`src/ledsl_params.svh`:
```
// Constants of the LED driver two-wire slave link
`ifndef LEDSL_PARAMS_SVH
`define LEDSL_PARAMS_SVH
`define LEDSL_CLK_MHZ 250
`define LEDSL_SPIKE_NS 50
// Glitch filter length, least time rounded up to whole cycles
`define LEDSL_SPIKE_CYC ((`LEDSL_SPIKE_NS * `LEDSL_CLK_MHZ + 999) / 1000)
`define LEDSL_TIMEOUT_MS 25
`define LEDSL_TIMEOUT_CYC (`LEDSL_TIMEOUT_MS * `LEDSL_CLK_MHZ * 1000)
`define LEDSL_BYTE_BITS 8
`define LEDSL_BIT_CNT_W 4
`define LEDSL_ACK_SLOT 4'h8
`define LEDSL_ADDR_W 7
`define LEDSL_SLEEP_BIT 4
`define LEDSL_LED_CNT 4
`define LEDSL_ADDR_DEFAULT 7'h62
`endif

```
`src/ledsl_pkg.sv`:
```
// Types of the LED driver two-wire slave link
`default_nettype none
package ledsl_pkg;
	typedef enum logic [2:0] {
		LEDSL_IDLE = 3'b000,
		LEDSL_ADDR = 3'b001,
		LEDSL_RX = 3'b010,
		LEDSL_TX = 3'b011,
		LEDSL_IGNORE = 3'b100
	} ledsl_state_t;
	typedef struct packed {
		logic valid;
		logic first;
		logic [7:0] data;
	} ledsl_rx_t;
	typedef struct packed {
		logic scl;
		logic sda;
	} ledsl_bus_t;
endpackage
`default_nettype wire

```
`src/ledsl_slave.sv`:
```
// Two-wire bus slave link of a four-channel LED driver
// Contract
// RQ1: New transfers begin only after a START, when the bus is idle.
// RQ2: One data bit shifted per serial clock pulse, either direction.
// RQ3: SDA stable while SCL high; changes then are START or STOP.
// RQ4: Both lines high means idle; device releases both lines.
// RQ5: SDA falling with SCL high is START; framing restarts.
// RQ6: SDA rising with SCL high is STOP; back to idle.
// RQ7: Unlimited bytes between START and STOP.
// RQ8: Eight bits plus one acknowledge slot per byte.
// RQ9: Transmitter releases SDA in the acknowledge slot.
// RQ10: Addressed receiver acknowledges every byte.
// RQ11: Master acknowledges each read byte except the last.
// RQ12: Acknowledger holds SDA low over the whole ack clock high.
// RQ13: Master marks last read byte with a not-acknowledge.
// RQ14: After not-acknowledge device releases SDA until STOP.
// RQ15: Sleep bit 4 of first mode register stops oscillator; LEDs freeze.
// RQ16: At reset LED outputs are push-pull at logic high.
// RQ17: SDA or SCL low for the timeout resets the link, if enabled.
// RQ18: Spikes shorter than the spike width are filtered out.
// RQ19: Seven-bit address match, eighth bit selects read or write.
// RQ20: SDA and SCL are synchronised before edge detection.
`include "ledsl_params.svh"
`default_nettype none
module ledsl_slave #(
	parameter int TIMEOUT_CYC = `LEDSL_TIMEOUT_CYC
) (
	// Clock and reset
	input wire logic ref_clk,
	input wire logic reset_n,
	// Bus pins
	input wire logic scl_in,
	input wire logic sda_in,
	output logic scl_out,
	output logic scl_oe,
	output logic sda_out,
	output logic sda_oe,
	// Configuration
	input wire logic [`LEDSL_ADDR_W-1:0] own_address,
	input wire logic timeout_enable,
	input wire logic [7:0] first_mode_control_register,
	// Byte stream, status, oscillator and LED drive
	output ledsl_pkg::ledsl_rx_t rx,
	input wire logic [7:0] tx_data,
	output logic tx_request,
	output logic busy,
	output logic internal_oscillator,
	output logic led_output_drive
);
	import ledsl_pkg::*;
	localparam int FW = 4;
	localparam logic [FW-1:0] FMAX = FW'(`LEDSL_SPIKE_CYC);
	logic [1:0] s1, s2, next_s1, next_s2;
	logic [FW-1:0] fcnt [2];
	logic [FW-1:0] next_fcnt [2];
	ledsl_bus_t filt, next_filt, prev, next_prev;
	logic [31:0] tcnt, next_tcnt;
	ledsl_state_t state, next_state;
	logic [`LEDSL_BIT_CNT_W-1:0] bitc, next_bitc;
	logic [7:0] shreg, next_shreg;
	logic sda_low, next_sda_low, nacked, next_nacked, first, next_first;
	ledsl_rx_t next_rx;
	logic scl_rise, scl_fall, start_c, stop_c, tmo_hit;

	always_comb begin
		next_s1 = {scl_in, sda_in};
		next_s2 = s1; // RQ20
	end

	// Glitch filter per line: level must stand FMAX cycles
	for (genvar g = 0; g < 2; g++) begin : gflt
		always_comb begin
			next_fcnt[g] = '0;
			if (s2[g] != (g == 1 ? filt.scl : filt.sda)) begin
				next_fcnt[g] = fcnt[g] + FW'(1); // RQ18
			end
		end
	end

	always_comb begin
		next_filt = filt;
		if (fcnt[1] >= FMAX - FW'(1) && s2[1] != filt.scl) begin
			next_filt.scl = s2[1]; // RQ18
		end
		if (fcnt[0] >= FMAX - FW'(1) && s2[0] != filt.sda) begin
			next_filt.sda = s2[0]; // RQ18
		end
		next_prev = filt;
	end

	assign scl_rise = filt.scl && !prev.scl;
	assign scl_fall = !filt.scl && prev.scl;
	assign start_c = filt.scl && prev.scl && prev.sda && !filt.sda; // RQ3 RQ5
	assign stop_c = filt.scl && prev.scl && !prev.sda && filt.sda; // RQ3 RQ6
	assign tmo_hit = timeout_enable && tcnt >= 32'(TIMEOUT_CYC) - 32'h1; // RQ17

	// Stuck-low timeout
	always_comb begin
		next_tcnt = '0;
		if (timeout_enable && (!filt.scl || !filt.sda) && tcnt < 32'(TIMEOUT_CYC)) begin
			next_tcnt = tcnt + 32'h1; // RQ17
		end
	end

	always_comb begin
		next_state = state;
		next_bitc = bitc;
		next_shreg = shreg;
		next_sda_low = sda_low;
		next_nacked = nacked;
		next_first = first;
		next_rx = '0;
		if (tmo_hit) begin
			next_state = LEDSL_IDLE; // RQ17
			next_sda_low = 1'b0;
		end else if (stop_c) begin
			next_state = LEDSL_IDLE; // RQ6
			next_sda_low = 1'b0;
		end else if (start_c) begin
			next_state = LEDSL_ADDR; // RQ1 RQ5
			// Ack-slot count, so the SCL fall of the START opens bit 0
			next_bitc = `LEDSL_ACK_SLOT;
			next_sda_low = 1'b0;
			next_nacked = 1'b0;
		end else if (state != LEDSL_IDLE && state != LEDSL_IGNORE) begin
			if (scl_rise) begin
				if (bitc < `LEDSL_ACK_SLOT) begin
					next_shreg = {shreg[6:0], filt.sda}; // RQ2
				end else if (state == LEDSL_TX) begin
					next_nacked = filt.sda; // RQ13 RQ11
				end
			end
			if (scl_fall) begin
				next_bitc = (bitc == `LEDSL_ACK_SLOT) ? '0 : bitc + 4'h1; // RQ8 RQ7
				next_sda_low = 1'b0; // RQ9
				if (bitc == 4'h7) begin
					if (state == LEDSL_ADDR) begin
						if (shreg[7:1] == own_address) begin // RQ19
							next_sda_low = 1'b1; // RQ10 RQ12
							next_state = shreg[0] ? LEDSL_TX : LEDSL_RX;
							next_first = 1'b1;
						end else begin
							next_state = LEDSL_IGNORE;
						end
					end else if (state == LEDSL_RX) begin
						next_sda_low = 1'b1; // RQ10 RQ12
						next_rx = '{valid: 1'b1, first: first, data: shreg};
						next_first = 1'b0;
					end
				end
				if (state == LEDSL_TX && (bitc == `LEDSL_ACK_SLOT || bitc < 4'h7)) begin
					if (bitc == `LEDSL_ACK_SLOT) begin
						next_shreg = tx_data;
						next_sda_low = !tx_data[7] && !nacked; // RQ14
					end else begin
						next_sda_low = !shreg[7] && !nacked; // RQ2
					end
				end
				if (state == LEDSL_TX && bitc == `LEDSL_ACK_SLOT && nacked) begin
					next_state = LEDSL_IGNORE; // RQ14
				end
			end
		end
	end

	always_ff @(posedge ref_clk) begin
		if (!reset_n) begin
			s1 <= 2'h3;
			s2 <= 2'h3;
			fcnt[0] <= '0;
			fcnt[1] <= '0;
			filt <= '{scl: 1'b1, sda: 1'b1};
			prev <= '{scl: 1'b1, sda: 1'b1};
			tcnt <= '0;
			state <= LEDSL_IDLE;
			bitc <= '0;
			shreg <= '0;
			sda_low <= 1'b0;
			nacked <= 1'b0;
			first <= 1'b0;
			rx <= '0;
		end else begin
			s1 <= next_s1;
			s2 <= next_s2;
			fcnt[0] <= next_fcnt[0];
			fcnt[1] <= next_fcnt[1];
			filt <= next_filt;
			prev <= next_prev;
			tcnt <= next_tcnt;
			state <= next_state;
			bitc <= next_bitc;
			shreg <= next_shreg;
			sda_low <= next_sda_low;
			nacked <= next_nacked;
			first <= next_first;
			rx <= next_rx;
		end
	end

	assign scl_out = 1'b0;
	assign scl_oe = 1'b0; // RQ4
	assign sda_out = 1'b0;
	assign sda_oe = sda_low && state != LEDSL_IDLE; // RQ4
	assign tx_request = (state == LEDSL_TX) && scl_fall && bitc == 4'h7;
	assign busy = state != LEDSL_IDLE;
	assign internal_oscillator = !first_mode_control_register[`LEDSL_SLEEP_BIT]; // RQ15
	assign led_output_drive = 1'b1; // RQ16

	property p_stop_idle;
		@(posedge ref_clk) disable iff (!reset_n)
		stop_c && !tmo_hit |=> state == LEDSL_IDLE;
	endproperty
	a_stop_idle: assert property (p_stop_idle) else $error("stop not to idle"); // RQ6

	property p_start_addr;
		@(posedge ref_clk) disable iff (!reset_n)
		start_c && !stop_c && !tmo_hit
			|=> state == LEDSL_ADDR && bitc == `LEDSL_ACK_SLOT;
	endproperty
	a_start_addr: assert property (p_start_addr) else $error("start not framed"); // RQ5

	property p_idle_release;
		@(posedge ref_clk) disable iff (!reset_n)
		state == LEDSL_IDLE |-> !sda_oe && !scl_oe;
	endproperty
	a_idle_release: assert property (p_idle_release) else $error("drives while idle"); // RQ4

	property p_rx_ack;
		@(posedge ref_clk) disable iff (!reset_n)
		rx.valid |-> sda_oe;
	endproperty
	a_rx_ack: assert property (p_rx_ack) else $error("no ack on byte"); // RQ10

	property p_bit_range;
		@(posedge ref_clk) disable iff (!reset_n)
		bitc <= `LEDSL_ACK_SLOT;
	endproperty
	a_bit_range: assert property (p_bit_range) else $error("bit count over nine"); // RQ8

	property p_sda_stable;
		@(posedge ref_clk) disable iff (!reset_n)
		filt.scl && prev.scl && !start_c && !stop_c && !tmo_hit
			|=> $stable(sda_oe) || !filt.scl;
	endproperty
	a_sda_stable: assert property (p_sda_stable) else $error("sda moved with scl high"); // RQ3

	property p_osc;
		@(posedge ref_clk) disable iff (!reset_n)
		first_mode_control_register[`LEDSL_SLEEP_BIT] |-> !internal_oscillator;
	endproperty
	a_osc: assert property (p_osc) else $error("oscillator runs in sleep"); // RQ15

	property p_nack_release;
		@(posedge ref_clk) disable iff (!reset_n)
		state == LEDSL_IGNORE |-> !sda_oe;
	endproperty
	a_nack_release: assert property (p_nack_release) else $error("drives after nack"); // RQ14
endmodule
`default_nettype wire

```
`config.mk`:
```
export PLATFORM = sky130hd
export DESIGN_NAME = ledsl_slave
export DESIGN_NICKNAME = d
export VERILOG_FILES = /design/src/ledsl_pkg.sv /design/src/ledsl_slave.sv
export VERILOG_INCLUDE_DIRS = /design/src
export SDC_FILE = /design/constraint.sdc
export NUM_CORES = 1
export LEC_CHECK = 0
export BUFFER_PORTS_ARGS = -buffer_cell sky130_fd_sc_hd__clkbuf_2
export CAP_MARGIN = 30
export CORE_ASPECT_RATIO = 1.75
export CORE_MARGIN = 10
export CORE_UTILIZATION = 30
export DETAILED_ROUTE_END_ITERATION = 8
export PLACE_DENSITY = 0.55
export SLEW_MARGIN = 40
export SYNTH_ARGS = -nofsm -noshare
export SYNTH_HDL_FRONTEND = slang
export SYNTH_SLANG_ARGS = --single-unit
export TNS_END_PERCENT = 20
```
`constraint.sdc`:
```
create_clock -name ref_clk -period 2.1 [get_ports ref_clk]
set_input_delay 0.63 -clock ref_clk [delete_from_list [all_inputs] [get_ports ref_clk]]
set_output_delay 0.63 -clock ref_clk [all_outputs]
set_load 0.03 [all_outputs]
```
==> impl_metrics.py, run 1 <==
metrics = {
    "worst_setup_path": {
        "critPathMaxFanout": 11,
        "crit_arrival_ns": 1.43,
        "reg2reg_to": "first",
        "cp-endpoint": "sda_oe",
        "cp-start-kind": "flop",
        "reg2reg_slack_ns": 0.11,
        "rr_worst_depth": 6,
        "end_kind": "output pin",
        "required_ns": 1.47,
        "worstSetupPathType": "reg2out",
        "worstReg2RegStart": "state[2]",
        "setup.worst_path.start": "state[1]",
    },
    "logic_synthesis": {
        "synth-edff-count": 0,
        "synth_warnings": 0,
        "synth_seq_area_share_pct": 43.4,
        "synth_cells": 381,
        "syn_avg_cell_area_um2": 9.20,
        "synth_ff_type": "dfxtp_1",
        "yosys_register_bits": 76,
        "synth_area_um2": 3500,
        "synthArstFlopShare_pct": 0,
        "ys_types": 55,
    },
    "layout": {
        "layout-drive-gt1-share_pct": 21.0,
        "n_antenna_cell": 0,
        "nets": 471,
        "fillers": 1154,
        "syn_to_final_growth_pct": 21.5,
    },
    "sta": {
        "period_needed_ns": 2.06,
        "final-hold-violation-count": 0,
        "clock_skew_ns": 0.00718,
        "drv_slew": 0,
        "max_clock_freq_mhz": 486,
        "period_share_pct": 98.1,
        "setup_ws_ns": 0.0409,
        "whs_ns": 0.412,
        "finalSetupViolCount": 0,
        "rsz0062_at_grt": "false",
        "setup_tns_ns": 0,
    },
    "drt": {
        "routed-via-count": 2812,
        "wl_met2_um": 4050,
        "drt-total-wl_um": 7820,
        "wl_met3_um": 482,
        "dr.pass1.iters": 4,
        "vias_per_cell": 4.87,
        "wl_met1_um": 3150,
        "maxUsedRoutingLayer": "met4",
        "drtIter0Drc": 49,
        "drt-wirelength-per-cell_um": 13.5,
        "postRouteAntennaNets": 0,
        "drc": 0,
    },
    "clock_network": {
        "root_buffer": "clkbuf_16",
        "cts_buffers": 9,
        "cts-hold-fix-buffers": 0,
        "tritoncts": "yes",
        "cts.sinks": 76,
        "clkTransAtPathRegs_ns": 0.06,
        "cts_max_level": 3,
        "clk_latency_ns": 0.34,
        "cts.path.max_buffers": 2,
    },
    "die": {
        "start_util_pct": 30.4,
        "die_w_um": 102,
        "die_h_um": 163,
        "dieArea_um2": 16600,
        "row_count": 52,
        "ios": 46,
        "core_um2": 11500,
    },
    "grt": {
        "grt_max_degree": 28,
        "grt_pass1_vias": 2781,
        "grtUsageTotal_pct": 9.73,
        "grt_remaining_overflow": 0,
        "antenna_found_initial": 0,
        "grt_pass1_wl_um": 12900,
    },
    "min_path": {
        "hold_path_class": "reg2reg",
    },
    "job": {
        "drv_cap": 0,
    },
    "placement": {
        "io_buffers": 34,
        "hpwlAfterDp_um": 5940,
        "gp_congestion": 0.821,
        "post-place-ws_ns": 0.00259,
    },
    "power": {
        "p_total_uw": 2930,
        "p_per_area_nw_per_um2": 688,
        "p_leak_uw": 0.00167,
        "irDropWorstVdd_v": 0.000384,
    },
    "outcome": {
        "outcome": "completed",
    },
}
==> how the worst min path moves through the flow <==
| stage | cells past startpoint | slack, ns | endpoint | from |
|---|---|---|---|---|
| after floorplan | 1 | 0.39 | s2[0] | next_s2[0] |
| after global placement | 1 | 0.39 | s2[0] | next_s2[0] |
| after detailed placement | 1 | 0.40 | s2[1] | next_s2[1] |
| after CTS | 1 | 0.42 | s2[0] | next_s2[0] |
| after global routing | 1 | 0.44 | s2[0] | next_s2[0] |
| final | 1 | 0.41 | s2[0] | next_s2[0] |
==> synth_stat cells, types with 2 or more instances <==
| library cell | instances | share of area, % |
|---|---|---|
| a211oi_1 | 3 | 0.64 |
| a21oi_1 | 4 | 0.57 |
| a31oi_1 | 2 | 0.36 |
| and2_1 | 4 | 0.71 |
| and3_1 | 7 | 1.2 |
| and4_1 | 4 | 1.0 |
| and4b_1 | 2 | 0.57 |
| buf_2 | 3 | 0.43 |
| buf_4 | 4 | 0.86 |
| buf_6 | 3 | 0.96 |
| clkbuf_1 | 10 | 1.1 |
| conb_1 | 2 | 0.21 |
| dfxtp_1 | 76 | 43 |
| ha_1 | 5 | 1.8 |
| inv_1 | 14 | 1.5 |
| mux2i_1 | 11 | 3.1 |
| nand2_1 | 42 | 4.5 |
| nand2b_1 | 8 | 1.4 |
| nand3_1 | 18 | 2.6 |
| nand4_1 | 9 | 1.6 |
| nand4b_1 | 4 | 1.0 |
| nor2_1 | 39 | 4.2 |
| nor2b_1 | 3 | 0.54 |
| nor3_1 | 16 | 2.3 |
| nor4_1 | 2 | 0.36 |
| nor4bb_1 | 2 | 0.57 |
| o211ai_1 | 16 | 3.4 |
| o21ai_0 | 5 | 0.71 |
| o22ai_1 | 2 | 0.36 |
| or3_1 | 2 | 0.36 |
| xnor2_1 | 16 | 4.0 |
| xor2_1 | 20 | 5.0 |
==> flip-flops by register name, indices dropped and copies added (netlist names) <==
name and count:
tcnt 32, rx 10, fcnt 8, shreg 8
bitc 4, state 3, filt 2, next_s2 2
prev 2, s2 2, first 1, nacked 1
sda_low 1
==> report_power, final <==
group	switching (uW)	total, uW	internal [uW]
Sequential	4.47	1460	1460
Clock	594	1390	796
Combinational	49.7	78.9	29.2
==> timing repair <==
| item | in CTS | in global routing |
|---|---|---|
| resized for setup | 6 | 9 |
| pin swaps | 0 | 0 |
| endpoints found under the setup margin | 2 | 4 |
| buffers inserted | 1 | 0 |
==> per-stage QoR <==
stage | util [%] | instance area (um^2) | cells
after floorplan | - | 3550 | 392
after global placement | 34.2 | 3940 | 562
after detailed placement | 34.2 | 3940 | 562
after CTS | 36.7 | 4230 | 578
after global routing | 37.0 | 4260 | 578
final | 37.0 | 4260 | 578
==> logic make-up (layout without fill, tap and decap cells) <==
kind of cell / Yosys count / count (layout) / share of synthesized area [%]
other: 2 / 13 / 0.214
and+or+nand+nor: 173 / 173 / 26.5
adders and majority gates: 5 / 5 / 1.79
muxes: 12 / 12 / 3.57
xor gates and xnor gates: 36 / 36 / 9.00
DFF: 76 / 76 / 43.4
buffers and inverters: 34 / 85 / 4.82
AOI/OAI and AO/OA: 43 / 43 / 10.7
==> layer usage <==
| metal | up-vias | track usage, % |
|---|---|---|
| met5 | - | 0 |
| met4 | 0 | 4.31 |
| met3 | 11 | 3.23 |
| met2 | 51 | 17.1 |
| met1 | 1326 | 10.1 |
| li1 | 1424 | - |
==> worst max-delay path, cell delays in order, from the launching register on <==
cell      delay, ns
dfxtp_2        0.38
or3_4          0.40
and2_4         0.16
clkbuf_8       0.15
==> area by class of cell <==
| class | instances | area, um^2 | share of cell area, % |
|---|---|---|---|
| Clock buffer | 10 | 229 | 5.38 |
| Clock inverter | 6 | 38.8 | 0.911 |
| Inverter | 14 | 52.6 | 1.23 |
| Multi-Input combinational cell | 282 | 1890 | 44.4 |
| Sequential cell | 76 | 1530 | 35.8 |
| Tap cell | 135 | 169 | 3.97 |
| Timing Repair Buffer | 55 | 352 | 8.26 |
==> layout by cell type (no fill, tap or decap), types with 8 or more instances in the layout <==
cell type | netlist | final
inv_1 | 14 | 14
xor2_1 | 20 | 20
dfxtp_1 | 76 | 73
nor3_1 | 16 | 16
mux2i_1 | 11 | 11
nand2b_1 | 8 | 8
conb_1 | 2 | 13
nor2_1 | 39 | 38
nand4_1 | 9 | 9
clkbuf_16 | 0 | 9
o211ai_1 | 16 | 16
nand2_1 | 42 | 42
nand3_1 | 18 | 18
buf_4 | 4 | 21
clkbuf_2 | 0 | 32
xnor2_1 | 16 | 16
No activity file was read; power rests on OpenSTA's default activity.
==> run 2: changes to the inputs <==
- SETUP_SLACK_MARGIN: not set -> 0.4
==> run 2 against run 1 <==
Routed wire length up 7.7%; global-route usage increased by 0.64 points; sequential power about the same; sequential cell count stayed put; die area is the same; hold slack got worse by 0.0066 ns; sequential share of layout area is 1.3 points lower; critical endpoint unchanged; non-clock buffer count rose by 6; largest cell class unchanged; via count grew 2.3%; clock skew decreased by 0.0027 ns; core utilization up 2.3 points; cell count increased by 0.87%.
==> impl_metrics.py, run 2 (synthesis results as in run 1) <==
metrics = {
    "outcome": {
        "outcome": "completed",
    },
    "die": {
        "die_w_um": 102,
        "dieArea_um2": 16600,
        "row_count": 52,
        "die_h_um": 163,
        "start_util_pct": 30.4,
        "ios": 46,
        "core_um2": 11500,
    },
    "clock_network": {
        "cts.path.max_buffers": 2,
        "cts_max_level": 3,
        "clkTransAtPathRegs_ns": 0.06,
        "tritoncts": "yes",
        "cts-hold-fix-buffers": 0,
        "cts_buffers": 9,
        "cts.sinks": 76,
        "root_buffer": "clkbuf_16",
        "clk_latency_ns": 0.33,
    },
    "layout": {
        "regMostFlops": "tcnt",
        "nets": 478,
        "n_antenna_cell": 0,
        "syn_to_final_growth_pct": 29.1,
        "final_common_cell": "dfxtp_1",
        "instances_no_fill": 583,
        "final_cell_mix": "57 x dfxtp_1, 42 x nand2_1, 38 x nor2_1, 31 x clkbuf_2, 23 x buf_4",
        "layout-drive-gt1-share_pct": 29.2,
        "reg_top3": "tcnt (32), rx (10)",
        "design_area_um2": 4520,
        "fillers": 1164,
        "largest_register_ffs": 32,
    },
    "grt": {
        "grt_remaining_overflow": 0,
        "grtUsageTotal_pct": 10.4,
        "grt_max_degree": 24,
        "grt_pass1_wl_um": 13600,
        "antenna_found_initial": 0,
        "grt_pass1_vias": 2909,
    },
    "sta": {
        "period_share_pct": 93.6,
        "finalSetupViolCount": 0,
        "clock_skew_ns": 0.00452,
        "whs_ns": 0.405,
        "rsz0062_at_grt": "true",
        "max_clock_freq_mhz": 509,
        "final-hold-violation-count": 0,
        "setup_ws_ns": 0.134,
        "drv_slew": 0,
        "period_needed_ns": 1.97,
    },
    "drt": {
        "routed-via-count": 2876,
        "drc": 0,
        "postRouteAntennaNets": 0,
        "drt-total-wl_um": 8410,
        "drtIter0Drc": 62,
        "drt-wirelength-per-cell_um": 14.4,
        "vias_per_cell": 4.93,
        "dr.pass1.iters": 4,
    },
    "worst_setup_path": {
        "crit_arrival_ns": 1.34,
        "critPathMaxFanout": 5,
        "required_ns": 1.47,
        "end_kind": "output pin",
        "cp-start-kind": "flop",
        "worstSetupPathType": "reg2out",
    },
    "placement": {
        "placedCellCount": 553,
        "hpwlAfterDp_um": 6060,
        "post-place-ws_ns": -0.00575,
        "placed_cell_area_um2": 3910,
        "io_buffers": 34,
        "gp_congestion": 0.825,
    },
    "job": {
        "drv_cap": 0,
    },
    "power": {
        "p_per_area_nw_per_um2": 674,
        "p_total_uw": 3050,
        "p_leak_uw": 0.00177,
        "irDropWorstVdd_v": 0.000370,
    },
    "min_path": {
        "hold_path_class": "reg2reg",
    },
}
[run 2: changes by cell type in the layout (fill, tap and decap cells not counted), moves of 3 or more]
cell and delta:
buf_6 +3, dfxtp_4 +7, xnor2_2 +4, nor3_1 -3, dfxtp_1 -16, dfxtp_2 +9
xnor2_1 -4
[run 2: power breakdown]
part	switching [uW]	total, uW	leakage [uW]	internal, uW
registers	5.51	1450	0.000626	1450
clock network	573	1510	0.000140	938
logic	53.5	86.4	0.00100	32.9
[run 2: worst max-delay path, stage by stage (launching register included)]
cell and delay (ns):
dfxtp_4 0.36, or3_4 0.37, and2_4 0.15, buf_8 0.13
[run 2: layer usage]
layer | vias up | global-route usage [%] | part of all wire [%]
met1 | 1362 | 9.93 | 38
met5 | - | 0 | 0
met2 | 58 | 18.8 | 54
met4 | 0 | 5.69 | 2.8
met3 | 15 | 3.36 | 5.7
li1 | 1441 | - | -
[run 2: area by class of cell]
type | instances | area, um^2 | area share (%)
tap | 135 | 169 | 3.73
inverter | 14 | 52.6 | 1.16
sequential | 76 | 1560 | 34.6
timing repair buffer | 61 | 418 | 9.24
clock buffer | 10 | 239 | 5.28
multi-input combinational | 283 | 2030 | 44.9
clock inverter | 4 | 51.3 | 1.13
[run 2: final timing paths]
kind | from | end | slack [ns] | depth (start not counted)
worst min-delay path | next_s2[0] | s2[0] | 0.40 | 1
worst min register to register | next_s2[0] | s2[0] | 0.40 | 1
worst max-delay path | state[2] | sda_oe | 0.13 | 3
worst max register to register | state[2] | first | 0.24 | 5
[run 2: stage by stage]
step	util (%)	TNS, ns
finish	39.3	0
global route	39.3	0
CTS	38.6	0
detailed placement	34.0	-0.00575
global placement	34.0	0
floorplan	-	0
[run 2: repair_timing]
| action | 4_1_cts | 5_1_grt |
|---|---|---|
| setup endpoints to repair | 54 | 54 |
| pin swaps | 16 | 5 |
| buffers inserted | 11 | 4 |
| gates resized for setup | 44 | 11 |
| gates cloned | 1 | 0 |
